File: src/stpf_pkg.sv
`default_nettype none
package stpf_pkg;
   localparam int NPORT = 6;
   localparam int PIW   = 3;
   localparam int AW    = 12;
   localparam int DW    = 32;
   localparam int CW    = 4;

   // ***********************************
   // Register map (byte addresses)
   // ***********************************
   localparam logic [AW-1:0] ADR_CTRL0  = 12'h000;
   localparam logic [AW-1:0] ADR_STATUS = 12'h018;
   localparam logic [AW-1:0] ADR_HOST   = 12'h01c;
   localparam logic [AW-1:0] ADR_FLUSH  = 12'h020;
   localparam int IDX_LSB = 2;
   localparam int IDX_MSB = 4;

   // Port control fields
   localparam int B_TXEN = 0;
   localparam int B_RXEN = 1;
   localparam int B_LDIS = 2;
   localparam int B_TTEN = 3;
   localparam logic [CW-1:0] CTRL_RST = 4'h3;

   // Status and readback fields
   localparam int ST_MODE_W    = 2;
   localparam int ST_BUSY_LSB  = 16;
   localparam int HOST_VLD_BIT = 3;
   localparam int FL_REJ_LSB   = 8;

   // Host-to-switch tail tag fields
   localparam int TT_W       = 16;
   localparam int TT_LOOKUP  = 10;
   localparam int TT_OVR     = 9;
   localparam int TT_MAP_LSB = 0;

   // State bit encodings {ldis, rxen, txen}
   localparam logic [2:0] ENC_DISCARD = 3'h4;
   localparam logic [2:0] ENC_LEARN   = 3'h0;
   localparam logic [2:0] ENC_FWD     = 3'h3;

   typedef enum logic [1:0] {
      STPF_DISCARD,
      STPF_LEARN,
      STPF_FWD,
      STPF_ODD
   } stpf_mode_t;
endpackage
`default_nettype wire

File: src/stpf_bank_if.sv
`default_nettype none
interface stpf_bank_if;
   import stpf_pkg::*;
   logic [NPORT-1:0] cfg_tx;
   logic [NPORT-1:0] cfg_rx;
   logic [NPORT-1:0] cfg_ld;
   logic [NPORT-1:0] sof;
   logic [NPORT-1:0] eof;
   logic [NPORT-1:0] eff_tx;
   logic [NPORT-1:0] eff_rx;
   logic [NPORT-1:0] eff_ld;
   logic [NPORT-1:0] busy;
   modport bank (input cfg_tx, cfg_rx, cfg_ld, sof, eof,
                 output eff_tx, eff_rx, eff_ld, busy);
   modport ctrl (output cfg_tx, cfg_rx, cfg_ld, sof, eof,
                 input eff_tx, eff_rx, eff_ld, busy);
endinterface
`default_nettype wire

File: src/stpf_filter.sv
// Decided for this implementation: the APB interface to the registers and the placing of the registers.
`default_nettype none
module stpf_filter
   import stpf_pkg::*;
(
   input  wire logic                    pclk,
   input  wire logic                    presetn,
   input  wire logic [stpf_pkg::AW-1:0] paddr,
   input  wire logic                    psel,
   input  wire logic                    penable,
   input  wire logic                    pwrite,
   input  wire logic [stpf_pkg::DW-1:0] pwdata,
   input  wire logic [3:0]              pstrb,
   output logic [stpf_pkg::DW-1:0]      prdata,
   output logic                         pready,
   output logic                         pslverr,
   input  wire logic [stpf_pkg::NPORT-1:0] port_sof,
   input  wire logic [stpf_pkg::NPORT-1:0] port_eof,
   input  wire logic                    fwd_req,
   input  wire logic [stpf_pkg::PIW-1:0] fwd_src,
   input  wire logic [stpf_pkg::NPORT-1:0] fwd_dmap,
   input  wire logic                    fwd_ovr,
   input  wire logic [stpf_pkg::TT_W-1:0] fwd_tag,
   output logic                         fwd_vld,
   output logic [stpf_pkg::NPORT-1:0]   fwd_map,
   output logic                         fwd_learn,
   output logic                         fwd_drop,
   output logic                         flush_stb,
   output logic [stpf_pkg::NPORT-1:0]   flush_map,
   output logic                         host_vld,
   output logic [stpf_pkg::PIW-1:0]     host_idx
);

   // ***********************************
   // Helpers
   // ***********************************
   // Lowest tail-tagged port is the host; others lose that role
   function automatic logic [PIW:0] find_host(input logic [NPORT-1:0] tt);
      find_host = '0;
      for (int i = NPORT - 1; i >= 0; i--) begin
         if (tt[i]) find_host = {1'b1, PIW'(i)};
      end
   endfunction

   function automatic stpf_mode_t mode_of(input logic [2:0] enc);
      case (enc)
         ENC_DISCARD: mode_of = STPF_DISCARD;
         ENC_LEARN:   mode_of = STPF_LEARN;
         ENC_FWD:     mode_of = STPF_FWD;
         default:     mode_of = STPF_ODD;
      endcase
   endfunction

   stpf_bank_if bk ();

   stpf_port_bank u_bank (
      .pclk    (pclk),
      .presetn (presetn),
      .bk      (bk.bank)
   );

   // ***********************************
   // APB decode
   // ***********************************
   logic [CW-1:0]    ctrl_q [NPORT];
   logic [DW-1:0]    rdata_q;
   logic             err_q;
   logic [NPORT-1:0] flush_map_q;
   logic [NPORT-1:0] flush_rej_q;
   logic             flush_stb_q;

   wire             setup   = psel && !penable;
   wire             access  = psel && penable;
   wire             aligned = paddr[1:0] == 2'h0;
   wire [PIW-1:0]   cidx    = paddr[IDX_MSB:IDX_LSB];
   wire             ctrl_hit = aligned && paddr < ADR_STATUS;
   wire             stat_hit = paddr == ADR_STATUS;
   wire             host_hit = paddr == ADR_HOST;
   wire             fl_hit   = paddr == ADR_FLUSH;
   wire             any_hit  = ctrl_hit || stat_hit || host_hit || fl_hit;
   wire             wr_lane0 = access && pwrite && pstrb[0];
   wire             fl_wr    = wr_lane0 && fl_hit;

   // Zero wait states: data was staged in the setup cycle
   assign pready  = 1'b1;
   assign pslverr = access && err_q;
   assign prdata  = rdata_q;

   // ***********************************
   // Port control registers
   // ***********************************
   logic [NPORT-1:0] cfg_tt;
   logic [PIW:0]     host_w;
   logic [NPORT-1:0] host_bit;
   logic [DW-1:0]    stat_word;

   for (genvar p = 0; p < NPORT; p++) begin : g_ctrl
      wire we = wr_lane0 && ctrl_hit && cidx == PIW'(p);

      // three state bits plus tail-tag enable per port
      always_ff @(posedge pclk or negedge presetn) begin
         if (!presetn) begin
            ctrl_q[p] <= CTRL_RST;
         end else if (we) begin
            ctrl_q[p] <= pwdata[CW-1:0];
         end
      end

      assign bk.cfg_tx[p] = ctrl_q[p][B_TXEN];
      assign bk.cfg_rx[p] = ctrl_q[p][B_RXEN];
      assign bk.cfg_ld[p] = ctrl_q[p][B_LDIS];
      assign cfg_tt[p]    = ctrl_q[p][B_TTEN];
      assign stat_word[p*ST_MODE_W +: ST_MODE_W] =
         mode_of({bk.eff_ld[p], bk.eff_rx[p], bk.eff_tx[p]});
   end

   assign stat_word[ST_BUSY_LSB-1:NPORT*ST_MODE_W] = '0;
   assign stat_word[ST_BUSY_LSB +: NPORT] = bk.busy;
   assign stat_word[DW-1:ST_BUSY_LSB+NPORT] = '0;
   assign bk.sof = port_sof;
   assign bk.eof = port_eof;

   // host port chosen by tail tagging
   assign host_w   = find_host(cfg_tt);
   assign host_vld = host_w[PIW];
   assign host_idx = host_w[PIW-1:0];
   assign host_bit = host_vld ? NPORT'(1) << host_idx : '0;

   // Read mux; unmapped or misaligned reads return zero
   wire [DW-1:0] rd_ctrl = DW'(ctrl_q[cidx]);
   wire [DW-1:0] rd_host = DW'({host_vld, host_idx});
   wire [DW-1:0] rd_fl   = DW'({flush_rej_q, 2'h0, flush_map_q});
   wire [DW-1:0] rd_mux  = ctrl_hit ? rd_ctrl :
                           stat_hit ? stat_word :
                           host_hit ? rd_host :
                           fl_hit   ? rd_fl   : '0;

   // Stage read data and error in the setup cycle
   always_ff @(posedge pclk or negedge presetn) begin
      if (!presetn) begin
         rdata_q <= '0;
         err_q   <= 1'b0;
      end else if (setup) begin
         rdata_q <= rd_mux;
         err_q   <= !any_hit;
      end
   end

   // ***********************************
   // Table flush requests
   // ***********************************
   wire [NPORT-1:0] fl_req = pwdata[NPORT-1:0] & ~host_bit;
   // flush only ports whose learning is disabled
   wire [NPORT-1:0] fl_acc = fl_req & bk.cfg_ld;

   always_ff @(posedge pclk or negedge presetn) begin
      if (!presetn) begin
         flush_stb_q <= 1'b0;
         flush_map_q <= '0;
         flush_rej_q <= '0;
      end else begin
         flush_stb_q <= fl_wr && fl_acc != '0;
         if (fl_wr) begin
            flush_map_q <= fl_acc;
            flush_rej_q <= fl_req & ~bk.cfg_ld;
         end
      end
   end

   assign flush_stb = flush_stb_q;
   assign flush_map = flush_map_q;

   // ***********************************
   // Forwarding decision
   // ***********************************
   wire             src_ok   = fwd_src < PIW'(NPORT);
   wire [NPORT-1:0] src_bit  = src_ok ? NPORT'(1) << fwd_src : '0;
   wire             src_host = host_vld && src_ok && fwd_src == host_idx;
   wire             src_rx   = |(src_bit & bk.eff_rx);
   wire             src_ld   = |(src_bit & bk.eff_ld);
   wire             tag_look = fwd_tag[TT_LOOKUP];
   wire             tag_ovr  = fwd_tag[TT_OVR];
   wire [NPORT-1:0] tag_map  = fwd_tag[TT_MAP_LSB +: NPORT];
   wire             tag_force = src_host && !tag_look && tag_ovr;
   // the host port is never held back by its own bits
   wire [NPORT-1:0] tx_ok    = bk.eff_tx | host_bit;

   // host frames follow its tag or the normal lookup
   wire [NPORT-1:0] map_host = tag_look ? fwd_dmap & tx_ok :
                               tag_ovr  ? tag_map : tag_map & tx_ok;
   // open receive: normal lookup, egress gated by transmit
   wire [NPORT-1:0] map_fwd  = fwd_dmap & tx_ok;
   // closed receive: override hit reaches only the host
   wire [NPORT-1:0] map_ovr  = fwd_dmap & host_bit;
   // closed receive, no override hit: dropped
   wire [NPORT-1:0] map_edge = !src_ok   ? '0 :
                               src_rx    ? map_fwd :
                               fwd_ovr   ? map_ovr : '0;
   wire [NPORT-1:0] map_sel  = (src_host ? map_host : map_edge) & ~src_bit;
   wire             learn_sel = src_ok && (src_host || !src_ld);

   logic             fwd_vld_q;
   logic [NPORT-1:0] fwd_map_q;
   logic             fwd_learn_q;

   // decisions use the frozen port state
   always_ff @(posedge pclk or negedge presetn) begin
      if (!presetn) begin
         fwd_vld_q   <= 1'b0;
         fwd_map_q   <= '0;
         fwd_learn_q <= 1'b0;
      end else begin
         fwd_vld_q <= fwd_req;
         if (fwd_req) begin
            fwd_map_q   <= map_sel;
            fwd_learn_q <= learn_sel;
         end
      end
   end

   assign fwd_vld   = fwd_vld_q;
   assign fwd_map   = fwd_map_q;
   assign fwd_learn = fwd_learn_q;
   assign fwd_drop  = fwd_vld_q && fwd_map_q == '0;
endmodule
`default_nettype wire

File: src/stpf_port_bank.sv
`default_nettype none
module stpf_port_bank
   import stpf_pkg::*;
(
   input  wire logic     pclk,
   input  wire logic     presetn,
   stpf_bank_if.bank     bk
);

   // ***********************************
   // Per-port frame-stable state copies
   // ***********************************
   for (genvar p = 0; p < NPORT; p++) begin : g_port
      logic       busy_q;
      logic [2:0] eff_q;
      wire        load = !busy_q && !bk.sof[p];

      // Frame tracking; a new start wins over an end
      always_ff @(posedge pclk or negedge presetn) begin
         if (!presetn) begin
            busy_q <= 1'b0;
         end else if (bk.sof[p]) begin
            busy_q <= 1'b1;
         end else if (bk.eof[p]) begin
            busy_q <= 1'b0;
         end
      end

      always_ff @(posedge pclk or negedge presetn) begin
         if (!presetn) begin
            eff_q <= {CTRL_RST[B_LDIS], CTRL_RST[B_RXEN], CTRL_RST[B_TXEN]};
         end else if (load) begin
            eff_q <= {bk.cfg_ld[p], bk.cfg_rx[p], bk.cfg_tx[p]};
         end
      end

      assign bk.eff_tx[p] = eff_q[0];
      assign bk.eff_rx[p] = eff_q[1];
      assign bk.eff_ld[p] = eff_q[2];
      assign bk.busy[p]   = busy_q;

   end
endmodule
`default_nettype wire

File: config.mk
export PLATFORM = sky130hd
export DESIGN_NAME = stpf_filter
export DESIGN_NICKNAME = d
export VERILOG_FILES = /design/src/stpf_pkg.sv /design/src/stpf_bank_if.sv /design/src/stpf_filter.sv /design/src/stpf_port_bank.sv
export SDC_FILE = /design/constraint.sdc
export NUM_CORES = 1
export LEC_CHECK = 0
export BUFFER_PORTS_ARGS = -buffer_cell sky130_fd_sc_hd__buf_2
export CORE_UTILIZATION = 44
export CTS_CLUSTER_DIAMETER = 30
export CTS_CLUSTER_SIZE = 16
export DETAILED_ROUTE_END_ITERATION = 8
export PLACE_DENSITY_LB_ADDON = 0.12
export SLEW_MARGIN = 20
export SYNTH_ARGS = -nofsm -noshare
export SYNTH_HDL_FRONTEND = slang
export SYNTH_SLANG_ARGS = --single-unit
File: constraint.sdc
create_clock -name pclk -period 4.56 [get_ports pclk]
set_clock_uncertainty 0.1 [all_clocks]
set_input_delay 1.14 -clock pclk [delete_from_list [all_inputs] [get_ports pclk]]
set_output_delay 1.14 -clock pclk [all_outputs]
set_load 0.005 [all_outputs]
==> impl_metrics.prom, run 1 <==
# TYPE chip_impl_metric gauge
chip_impl_info{name="run_status",value="finished, final reports clean"} 1
chip_impl_metric{name="cts.hold.buffers_added",unit=""} 0
chip_impl_metric{name="max-cap-violations",unit=""} 0
chip_impl_metric{name="power.switching_fraction",unit="%"} 25.9
chip_impl_metric{name="dr_iter_0_viols",unit=""} 250
chip_impl_metric{name="clockBufferDepth",unit=""} 2
chip_impl_metric{name="power_consumption",unit="mW"} 1.52
chip_impl_metric{name="synth_enable_flop_cells",unit=""} 0
chip_impl_info{name="worstHoldPathType",value="reg2reg"} 1
chip_impl_metric{name="timing_max_transition_violations_final",unit=""} 0
chip_impl_info{name="synth_top_cells_by_area",value="sky130_fd_sc_hd__dfrtp_1 34%, sky130_fd_sc_hd__dfstp_2 13%, sky130_fd_sc_hd__mux2_2 11%"} 1
chip_impl_metric{name="arrival",unit="ps"} 1870
chip_impl_metric{name="power.share.sequential",unit="%"} 54.2
chip_impl_metric{name="finalHoldViolations",unit=""} 0
chip_impl_metric{name="placement.setup.worst_slack",unit="ps"} 1150
chip_impl_metric{name="postSynth.asyncResetShare",unit="%"} 100
chip_impl_metric{name="finalCritPeriodShare",unit="%"} 68.1
chip_impl_metric{name="syn_avg_cell_area",unit="um2"} 10.1
chip_impl_info{name="synth_top_cell_by_area",value="sky130_fd_sc_hd__dfrtp_1"} 1
chip_impl_info{name="timing.critical_path.from",value="cfg_tt[4]"} 1
chip_impl_metric{name="drc",unit=""} 0
chip_impl_metric{name="syn_inst",unit=""} 486
chip_impl_metric{name="power_frac_clock",unit="%"} 36.5
chip_impl_metric{name="largest_fanout_of_any_net_on_the_critical_path",unit=""} 7
chip_impl_metric{name="peakVddDrop",unit="mV"} 0.161
chip_impl_metric{name="fp.dieArea",unit="um2"} 11600
chip_impl_metric{name="yosysUniqueCellTypes",unit=""} 65
chip_impl_metric{name="final.min_clock_period",unit="ps"} 3110
chip_impl_metric{name="final_antenna_net_count",unit=""} 0
chip_impl_metric{name="worst_ep_required_time",unit="ps"} 3320
chip_impl_metric{name="h-tree-depth",unit=""} 3
chip_impl_info{name="rr_startpoint",value="cfg_tt[4]"} 1
chip_impl_metric{name="grt_start_max_net_pins",unit=""} 80
chip_impl_metric{name="synth_area",unit="um2"} 4900
chip_impl_metric{name="totalNegativeSetupSlack",unit="ps"} 0
chip_impl_metric{name="highest_clock_frequency_the_design_can_meet",unit="MHz"} 322
chip_impl_metric{name="dieWidth",unit="um"} 108
chip_impl_metric{name="area_added_between_synthesis_and_finish",unit="%"} 14.8
chip_impl_metric{name="drt_wl_total",unit="um"} 13200
chip_impl_metric{name="fillCellCount",unit=""} 1038
chip_impl_metric{name="final.hold.worst_slack",unit="ps"} 372
chip_impl_metric{name="floorplan.die.height",unit="um"} 108
chip_impl_info{name="min_from",value="prdata[19]"} 1
chip_impl_metric{name="post_route_cells_drive_above_1_share",unit="%"} 35.6
chip_impl_info{name="rsz0062_at_grt",value="no"} 1
chip_impl_info{name="setup.worst_path.class",value="reg2out"} 1
chip_impl_metric{name="nNetsFinal",unit=""} 663
chip_impl_metric{name="post_cts_resize_count",unit=""} 0
chip_impl_metric{name="tritoncts_num_sinks",unit=""} 90
chip_impl_metric{name="detail_route.vias_per_cell",unit=""} 5.61
chip_impl_info{name="cts_root_buffer",value="sky130_fd_sc_hd__clkbuf_8"} 1
chip_impl_metric{name="multi_input_area",unit="um2"} 2410
chip_impl_metric{name="clk_transition_reported_paths",unit="ps"} 100
chip_impl_metric{name="setup_ws",unit="ps"} 1450
chip_impl_metric{name="number_of_failing_setup_endpoints_in_the_final_timing_report",unit=""} 0
chip_impl_metric{name="rows",unit=""} 38
chip_impl_metric{name="first_pass_iters",unit=""} 5
chip_impl_metric{name="globalRouteTotalUtil",unit="%"} 23.8
chip_impl_metric{name="antenna_cells_inserted",unit=""} 0
chip_impl_metric{name="first_global_vias",unit=""} 3664
chip_impl_metric{name="yosys_register_bits",unit=""} 90
chip_impl_metric{name="initial_core_util",unit="%"} 45.2
chip_impl_metric{name="final_design_area_no_fill",unit="um2"} 5630
chip_impl_metric{name="fp.coreArea",unit="um2"} 10800
chip_impl_metric{name="pwr_density_cell",unit="nW/um2"} 270
chip_impl_metric{name="grt_overflow",unit=""} 0
chip_impl_metric{name="port-buffer-count",unit=""} 95
chip_impl_info{name="tritoncts_clock_tree",value="yes"} 1
chip_impl_info{name="top_cells_by_count_synth",value="66 x sky130_fd_sc_hd__dfrtp_1, 59 x sky130_fd_sc_hd__nand2_1, 50 x sky130_fd_sc_hd__mux2_2"} 1
chip_impl_metric{name="ios",unit=""} 146
chip_impl_metric{name="first_pass_grt_wire_length",unit="um"} 20400
chip_impl_metric{name="seq_area_frac_synth",unit="%"} 46.6
chip_impl_metric{name="yosysWarningCount",unit=""} 0
chip_impl_metric{name="gpl.final_weighted_congestion",unit=""} 0.898
chip_impl_metric{name="routed_wire_length_per_instance",unit="um"} 18.4
chip_impl_metric{name="yosys_top_cell_area_share",unit="%"} 33.7
chip_impl_info{name="critical_path.endpoint_type",value="output port"} 1
chip_impl_info{name="worst_setup_path_start_kind",value="flip-flop"} 1
chip_impl_metric{name="worst_skew_pair.late_latency",unit="ps"} 370
chip_impl_metric{name="timing.slew.headroom",unit="%"} 34.0
chip_impl_metric{name="leakagePower",unit="nW"} 2.67
chip_impl_metric{name="grt_antenna_before_repair",unit=""} 0
chip_impl_metric{name="worstMarginPinSlew",unit="ps"} 990
chip_impl_metric{name="vias",unit=""} 4014
chip_impl_info{name="post-synth-top-count-cell",value="sky130_fd_sc_hd__dfrtp_1"} 1
chip_impl_metric{name="dp.final_hpwl",unit="um"} 9990
chip_impl_metric{name="numCtsBuffers",unit=""} 9
chip_impl_metric{name="regArea",unit="um2"} 2280
chip_impl_metric{name="internal_power",unit="mW"} 1.13
chip_impl_metric{name="postPlaceCellArea",unit="um2"} 5430
chip_impl_metric{name="power.net_switching",unit="uW"} 394
chip_impl_info{name="flip_flop_cell_with_the_highest_count_after_synthesis",value="sky130_fd_sc_hd__dfrtp_1"} 1
chip_impl_metric{name="postCtsSetupRepairBufs",unit=""} 0
chip_impl_metric{name="combPwrFrac",unit="%"} 9.4
[sequential cells by signal, summed over array words and instances, names as in the netlist]
signal                cells
u_bank.g_port.eff_q      18
u_bank.g_port.busy_q      6
fwd_map                   6
bk.cfg_rx                 6
bk.cfg_ld                 6
prdata                   20
flush_rej_q               6
cfg_tt                    6
bk.cfg_tx                 6
fwd_learn                 1
flush_map                 6
fwd_vld                   1
flush_stb                 1
err_q                     1
[power groups by stage]
stage                     sequential (mW)  clock [mW]  combinational (mW)
after global placement              0.837           0               0.141
after detailed placement            0.838           0               0.143
final                               0.823       0.554               0.142
after CTS                           0.823       0.563               0.144
after global routing                0.825       0.597               0.160
after floorplan                     0.837           0              0.0741
[logic make-up (layout without fill, tap and decap cells)]
group                  count (synthesis)  after routing  synth area share, %
AND/OR/NAND/NOR                      180            180                 19.0
AO/OA/AOI/OAI                         99             99                 13.5
flip-flops                            90             90                 46.6
multiplexers                          62             62                 15.2
buffers and inverters                 51            130                 5.18
other                                  2             13                0.153
XOR/XNOR                               2              2                0.357
[placed cells by master (no fill, tap or decap), drive strengths merged, types with 4 or more instances in the layout]
cell type,Yosys,routed
buf,25,100
dfrtp,66,66
nand2,59,59
mux2,50,50
nor2,40,40
dfstp,24,24
nand3,24,24
o21ai,22,22
a21oi,18,18
inv,14,15
nor3,14,14
conb,2,13
clkbuf,12,11
a21o,10,10
nor2b,8,8
a31oi,8,8
mux2i,7,7
nand2b,6,6
o31ai,6,6
mux4,5,5
a22oi,5,5
a221oi,5,5
and3,4,4
or3,4,4
nor4,4,4
[worst paths after layout]
kind / slack, ps / depth (start not counted) / end
worst min-delay path: 370 / 2 / prdata[19]
max in group asynchronous: 2770 / 2 / prdata[16]
worst max register to register: 2110 / 5 / fwd_map[2]
worst max-delay path: 1450 / 3 / host_idx[0]
worst min register to register: 370 / 2 / prdata[19]
min in group asynchronous: 800 / 1 / prdata[20]
[cell type report]
type	count	area share, %
clock buffer	11	2.33
clock inverter	5	1.13
inverter	14	0.934
multi-input combinational	356	42.8
sequential	90	40.6
tap	140	3.11
timing repair buffer	100	9.16
[critical path: stages (launching register included)]
cell                      delay [ps]
sky130_fd_sc_hd__dfrtp_1         480
sky130_fd_sc_hd__nor2b_1         420
sky130_fd_sc_hd__o311a_1         420
sky130_fd_sc_hd__buf_2           180
[metal layers]
layer  GRT usage (%)  vias to the layer above  wire length (um)
met5               0                        -                 0
met4            5.77                        0                96
met3            3.69                       10               728
met2            36.6                      138              6210
met1            35.0                     1967              6170
li1                -                     1899                 -
[per-stage QoR]
step,cells,utilization [%]
floorplan,497,-
global placement,700,50.1
detailed placement,700,50.1
CTS,716,51.9
global route,716,51.9
finish,716,51.9
No activity file was read; power rests on OpenSTA's default activity.
==> run 2, diff against run 1 <==
- clock period: 4.56 -> 2.75 ns (I/O delays scaled with it)
==> run 2 against run 1 <==
Cell area rose by 1.5%. Sequential power rose by 65%. Non-clock buffer count rose by 13. Cell count rose by 1.8%. Count of clock-buffer cells in the layout fell by 1. Hold slack got worse by 310 ps. Clock power rose by 49%. Critical path type unchanged. Critical endpoint is now host_idx[2]. Largest power group unchanged.
==> impl_metrics.prom, run 2 (synthesis results as in run 1) <==
# TYPE chip_impl_metric gauge
chip_impl_metric{name="totalNegativeSetupSlack",unit="ps"} 0
chip_impl_metric{name="max-cap-violations",unit=""} 0
chip_impl_metric{name="timing_max_transition_violations_final",unit=""} 0
chip_impl_metric{name="grt_overflow",unit=""} 0
chip_impl_metric{name="worstMarginPinSlew",unit="ps"} 708
chip_impl_metric{name="port-buffer-count",unit=""} 95
chip_impl_metric{name="dp.final_hpwl",unit="um"} 10400
chip_impl_metric{name="pwr_density_cell",unit="nW/um2"} 426
chip_impl_metric{name="highest_clock_frequency_the_design_can_meet",unit="MHz"} 392
chip_impl_metric{name="first_global_vias",unit=""} 3890
chip_impl_metric{name="initial_core_util",unit="%"} 45.2
chip_impl_info{name="setup.worst_path.class",value="reg2out"} 1
chip_impl_metric{name="globalRouteTotalUtil",unit="%"} 24.5
chip_impl_metric{name="final_antenna_net_count",unit=""} 0
chip_impl_metric{name="ios",unit=""} 146
chip_impl_info{name="timing.critical_path.from",value="cfg_tt[2]"} 1
chip_impl_metric{name="peakVddDrop",unit="mV"} 0.223
chip_impl_metric{name="final.min_clock_period",unit="ps"} 2550
chip_impl_metric{name="power_consumption",unit="mW"} 2.44
chip_impl_metric{name="h-tree-depth",unit=""} 3
chip_impl_info{name="cpLargestDelayFamily",value="simple AND/OR/NAND/NOR gates"} 1
chip_impl_metric{name="area_added_between_synthesis_and_finish",unit="%"} 16.5
chip_impl_metric{name="clockBufferDepth",unit=""} 2
chip_impl_metric{name="gpl.final_weighted_congestion",unit=""} 0.897
chip_impl_info{name="critPathSlowestCell",value="sky130_fd_sc_hd__or4_1"} 1
chip_impl_metric{name="worst_skew_pair.late_latency",unit="ps"} 360
chip_impl_metric{name="leakagePower",unit="nW"} 2.73
chip_impl_metric{name="routed_wire_length_per_instance",unit="um"} 18.3
chip_impl_metric{name="worst-path-buf-inv",unit=""} 1
chip_impl_metric{name="number_of_failing_setup_endpoints_in_the_final_timing_report",unit=""} 0
chip_impl_metric{name="tritoncts_num_sinks",unit=""} 90
chip_impl_metric{name="postCtsSetupRepairBufs",unit=""} 0
chip_impl_info{name="worstHoldPathType",value="in2async"} 1
chip_impl_metric{name="post_cts_resize_count",unit=""} 0
chip_impl_metric{name="grt_start_max_net_pins",unit=""} 51
chip_impl_info{name="rsz0062_at_grt",value="no"} 1
chip_impl_info{name="layout_commonest_cell",value="sky130_fd_sc_hd__buf_2"} 1
chip_impl_info{name="cts_root_buffer",value="sky130_fd_sc_hd__clkbuf_8"} 1
chip_impl_metric{name="timing.slew.headroom",unit="%"} 52.1
chip_impl_metric{name="drt_wl_total",unit="um"} 13300
chip_impl_metric{name="fp.coreArea",unit="um2"} 10800
chip_impl_metric{name="cts.hold.buffers_added",unit=""} 0
chip_impl_metric{name="fp.dieArea",unit="um2"} 11600
chip_impl_metric{name="largest_fanout_of_any_net_on_the_critical_path",unit=""} 9
chip_impl_metric{name="vias",unit=""} 4068
chip_impl_metric{name="delay_of_the_slowest_cell_on_the_worst_path",unit="ps"} 600
chip_impl_metric{name="dr_iter_0_viols",unit=""} 306
chip_impl_metric{name="dieWidth",unit="um"} 108
chip_impl_metric{name="floorplan.die.height",unit="um"} 108
chip_impl_metric{name="antenna_cells_inserted",unit=""} 0
chip_impl_info{name="final_cell_mix",value="94 x sky130_fd_sc_hd__buf_2, 66 x sky130_fd_sc_hd__dfrtp_1, 59 x sky130_fd_sc_hd__nand2_1"} 1
chip_impl_metric{name="finalCritPeriodShare",unit="%"} 92.8
chip_impl_metric{name="nNetsFinal",unit=""} 676
chip_impl_metric{name="grt_antenna_before_repair",unit=""} 0
chip_impl_metric{name="first_pass_grt_wire_length",unit="um"} 21100
chip_impl_info{name="run_status",value="finished, final reports clean"} 1
chip_impl_metric{name="worst_ep_required_time",unit="ps"} 1960
chip_impl_info{name="worst_setup_path_start_kind",value="flip-flop"} 1
chip_impl_info{name="tritoncts_clock_tree",value="yes"} 1
chip_impl_metric{name="detail_route.vias_per_cell",unit=""} 5.58
chip_impl_metric{name="drc",unit=""} 0
chip_impl_metric{name="largest_register_ff_count",unit=""} 20
chip_impl_metric{name="first_pass_iters",unit=""} 5
chip_impl_info{name="timing.critical_path.cells",value="or4_1, nor2_1, buf_2"} 1
chip_impl_metric{name="post_route_cells_drive_above_1_share",unit="%"} 37.2
chip_impl_metric{name="numCtsBuffers",unit=""} 9
chip_impl_metric{name="clk_transition_reported_paths",unit="ps"} 90
chip_impl_metric{name="arrival",unit="ps"} 1770
chip_impl_info{name="rr_startpoint",value="cfg_tt[2]"} 1
chip_impl_metric{name="finalHoldViolations",unit=""} 0
chip_impl_info{name="critical_path.endpoint_type",value="output port"} 1
chip_impl_metric{name="rows",unit=""} 38
==> run 2: cell type report <==
class / count / area (um2)
flip-flops and latches: 90 / 2280
inverters: 14 / 52.6
clock inverters: 6 / 42.5
fillers: 1005 / 5130
well taps: 140 / 175
multi-input cells: 356 / 2410
clock buffers: 10 / 128
repair buffers: 113 / 626
==> run 2: worst paths after layout <==
| kind | to | slack [ps] | cells past startpoint |
|---|---|---|---|
| worst max register to register | fwd_map[2] | 570 | 6 |
| worst max-delay path | host_idx[2] | 200 | 3 |
| max in group asynchronous | u_bank.g_port[1].eff_q[0] | 1820 | 2 |
| worst min-delay path | flush_map[5] | 70 | 1 |
| min in group pclk | prdata[13] | 370 | 2 |
| worst min register to register | prdata[13] | 370 | 2 |
==> run 2: power breakdown <==
group	switching [mW]	internal [mW]
clock network	0.494	0.331
registers	0.0162	1.35
logic	0.149	0.0976
total	0.659	1.78
==> run 2: layer usage <==
layer  track usage [%]  share of wire [%]
met1              35.4                 47
met2              38.4                 46
met3              3.27                5.6
met4              6.95                1.2
met5                 0                  0
==> run 2: per-stage QoR <==
stage	instances	area, um2	setup WS, ps	utilization, %	hold slack (ps)
detailed placement	713	5540	204	51.1	353
finish	729	5710	197	52.7	65.5
CTS	729	5710	174	52.7	50.2
global route	729	5710	125	52.7	53.3
floorplan	497	4940	357	-	292
global placement	713	5540	242	51.1	343
==> run 3, diff against run 2 <==
- clock period: 2.75 -> 2.4 ns (I/O delays scaled with it)
==> run 3 against run 2 <==
Global-route usage rose by 0.29 points. Non-clock buffer count is 16 higher. Combinational power up 16%. Clock power is 15% higher. Power up 15%. Die area did not move.
==> impl_metrics.prom, run 3 (synthesis results as in run 1) <==
# TYPE chip_impl_metric gauge
chip_impl_metric{name="vias",unit=""} 4175
chip_impl_metric{name="final.hold.worst_slack",unit="ps"} 152
chip_impl_metric{name="first_pass_iters",unit=""} 7
chip_impl_metric{name="power.switching_fraction",unit="%"} 25.2
chip_impl_metric{name="post_route_cells_drive_above_1_share",unit="%"} 39.2
chip_impl_info{name="setup.worst_path.class",value="reg2out"} 1
chip_impl_metric{name="dieWidth",unit="um"} 108
chip_impl_metric{name="largest_register_ff_count",unit=""} 20
chip_impl_metric{name="power.share.sequential",unit="%"} 55.8
chip_impl_metric{name="number_of_failing_setup_endpoints_in_the_final_timing_report",unit=""} 0
chip_impl_metric{name="peakVddDrop",unit="mV"} 0.454
chip_impl_info{name="run_status",value="finished, final reports clean"} 1
chip_impl_metric{name="initial_core_util",unit="%"} 45.2
chip_impl_metric{name="globalRouteTotalUtil",unit="%"} 24.8
chip_impl_info{name="layout_commonest_cell",value="sky130_fd_sc_hd__buf_2"} 1
chip_impl_metric{name="nNetsFinal",unit=""} 692
chip_impl_metric{name="final.min_clock_period",unit="ps"} 2300
chip_impl_metric{name="delay_of_the_slowest_cell_on_the_worst_path",unit="ps"} 570
chip_impl_metric{name="leakagePower",unit="nW"} 2.81
chip_impl_metric{name="cts.hold.buffers_added",unit=""} 0
chip_impl_metric{name="dr_iter_0_viols",unit=""} 218
chip_impl_metric{name="final_antenna_net_count",unit=""} 0
chip_impl_metric{name="grt_antenna_before_repair",unit=""} 0
chip_impl_metric{name="tritoncts_num_sinks",unit=""} 90
chip_impl_metric{name="numCtsBuffers",unit=""} 9
chip_impl_metric{name="fp.coreArea",unit="um2"} 10800
chip_impl_info{name="rsz0062_at_grt",value="no"} 1
chip_impl_metric{name="fp.dieArea",unit="um2"} 11600
chip_impl_metric{name="clk_transition_reported_paths",unit="ps"} 90
chip_impl_metric{name="first_global_vias",unit=""} 3908
chip_impl_metric{name="first_pass_grt_wire_length",unit="um"} 21200
chip_impl_metric{name="detail_route.vias_per_cell",unit=""} 5.60
chip_impl_info{name="timing.critical_path.cells",value="or4_4, nor2_2, buf_2"} 1
chip_impl_metric{name="finalHoldViolations",unit=""} 0
chip_impl_metric{name="area_added_between_synthesis_and_finish",unit="%"} 19.3
chip_impl_info{name="critPathSlowestCell",value="sky130_fd_sc_hd__or4_4"} 1
chip_impl_metric{name="timing_max_transition_violations_final",unit=""} 0
chip_impl_metric{name="antenna_cells_inserted",unit=""} 0
chip_impl_metric{name="fillCellCount",unit=""} 1035
chip_impl_metric{name="power.net_switching",unit="uW"} 705
chip_impl_metric{name="totalNegativeSetupSlack",unit="ps"} 0
chip_impl_metric{name="drt_wl_total",unit="um"} 13400
chip_impl_metric{name="grt_start_max_net_pins",unit=""} 91
chip_impl_metric{name="power_consumption",unit="mW"} 2.80
chip_impl_metric{name="max-cap-violations",unit=""} 0
chip_impl_metric{name="floorplan.die.height",unit="um"} 108
chip_impl_metric{name="power_frac_clock",unit="%"} 33.9
chip_impl_metric{name="combPwrFrac",unit="%"} 10.2
chip_impl_metric{name="ios",unit=""} 146
chip_impl_metric{name="arrival",unit="ps"} 1600
chip_impl_info{name="final_cell_mix",value="94 x sky130_fd_sc_hd__buf_2, 64 x sky130_fd_sc_hd__dfrtp_1, 59 x sky130_fd_sc_hd__nand2_1"} 1
chip_impl_info{name="worstHoldPathType",value="in2async"} 1
chip_impl_metric{name="routed_wire_length_per_instance",unit="um"} 17.9
chip_impl_metric{name="grt_overflow",unit=""} 0
chip_impl_metric{name="worst_ep_required_time",unit="ps"} 1700
chip_impl_metric{name="worst_skew_pair.late_latency",unit="ps"} 370
chip_impl_metric{name="largest_fanout_of_any_net_on_the_critical_path",unit=""} 5
chip_impl_metric{name="dp.final_hpwl",unit="um"} 10400
chip_impl_info{name="tritoncts_clock_tree",value="yes"} 1
chip_impl_metric{name="port-buffer-count",unit=""} 95
chip_impl_metric{name="internal_power",unit="mW"} 2.09
chip_impl_metric{name="drc",unit=""} 0
chip_impl_info{name="cts_root_buffer",value="sky130_fd_sc_hd__clkbuf_8"} 1
chip_impl_metric{name="finalCritPeriodShare",unit="%"} 95.8
chip_impl_info{name="critical_path.endpoint_type",value="output port"} 1
chip_impl_metric{name="h-tree-depth",unit=""} 3
chip_impl_metric{name="pwr_density_cell",unit="nW/um2"} 479
chip_impl_metric{name="highest_clock_frequency_the_design_can_meet",unit="MHz"} 435
chip_impl_info{name="worst_setup_path_start_kind",value="flip-flop"} 1
chip_impl_metric{name="clockBufferDepth",unit=""} 2
chip_impl_metric{name="gpl.final_weighted_congestion",unit=""} 0.972
chip_impl_metric{name="postLayoutCoreUtil",unit="%"} 53.9
chip_impl_metric{name="rows",unit=""} 38
==> run 3: power by group through the flow <==
stage	clock [mW]	combinational [mW]	sequential, mW
finish	0.950	0.287	1.56
global route	1.05	0.321	1.57
CTS	0.993	0.289	1.56
detailed placement	0	0.288	1.59
global placement	0	0.285	1.59
floorplan	0	0.141	1.59
==> run 3: path summary, 6_finish.rpt <==
| path | start | endpoint | slack [ps] | depth (start not counted) |
|---|---|---|---|---|
| min | presetn | prdata[21] | 150 | 2 |
| min reg2reg | prdata[20] | prdata[20] | 360 | 2 |
| min in group pclk | port_sof[5] | u_bank.g_port[5].busy_q | 310 | 2 |
| max | cfg_tt[3] | host_idx[2] | 100 | 3 |
| max reg2reg | cfg_tt[3] | fwd_map[3] | 270 | 6 |
| max in group asynchronous | presetn | bk.cfg_rx[0] | 1640 | 2 |
==> run 3: what timing repair did <==
action,CTS,global route
pin swaps,1,0
setup buffers,1,1
setup endpoints to repair,2,1
resized for setup,2,2
gates cloned,0,0
==> run 3: metrics by stage <==
stage               setup WS, ps  instance area (um2)  cells
floorplan                   94.3                 4940    497
global placement           0.421                 5650    727
detailed placement         -63.2                 5650    727
CTS                         15.3                 5830    744
global route                1.37                 5850    745
finish                      99.6                 5850    745
==> run 3: worst max-delay path, delay by kind of cell, from the launching register on <==
kind / cells / cell delay (ps)
buffers and inverters: 1 / 120
DFF: 1 / 440
and+or+nand+nor: 2 / 680
==> run 3: layer usage <==
layer	global-route usage [%]	routed length, um	up-vias
met5	0	0	-
met4	9.30	340	0
met3	5.69	877	28
met2	37.4	6010	172
met1	34.7	6130	2013
li1	-	-	1962
==> run 3: cell type report <==
type	instances	area, um2	area share (%)
multi-input combinational	356	2410	41.3
clock buffer	14	163	2.78
tap	140	175	3.00
clock inverter	2	12.5	0.214
sequential	90	2280	39.1
inverter	14	52.6	0.899
timing repair buffer	129	746	12.8
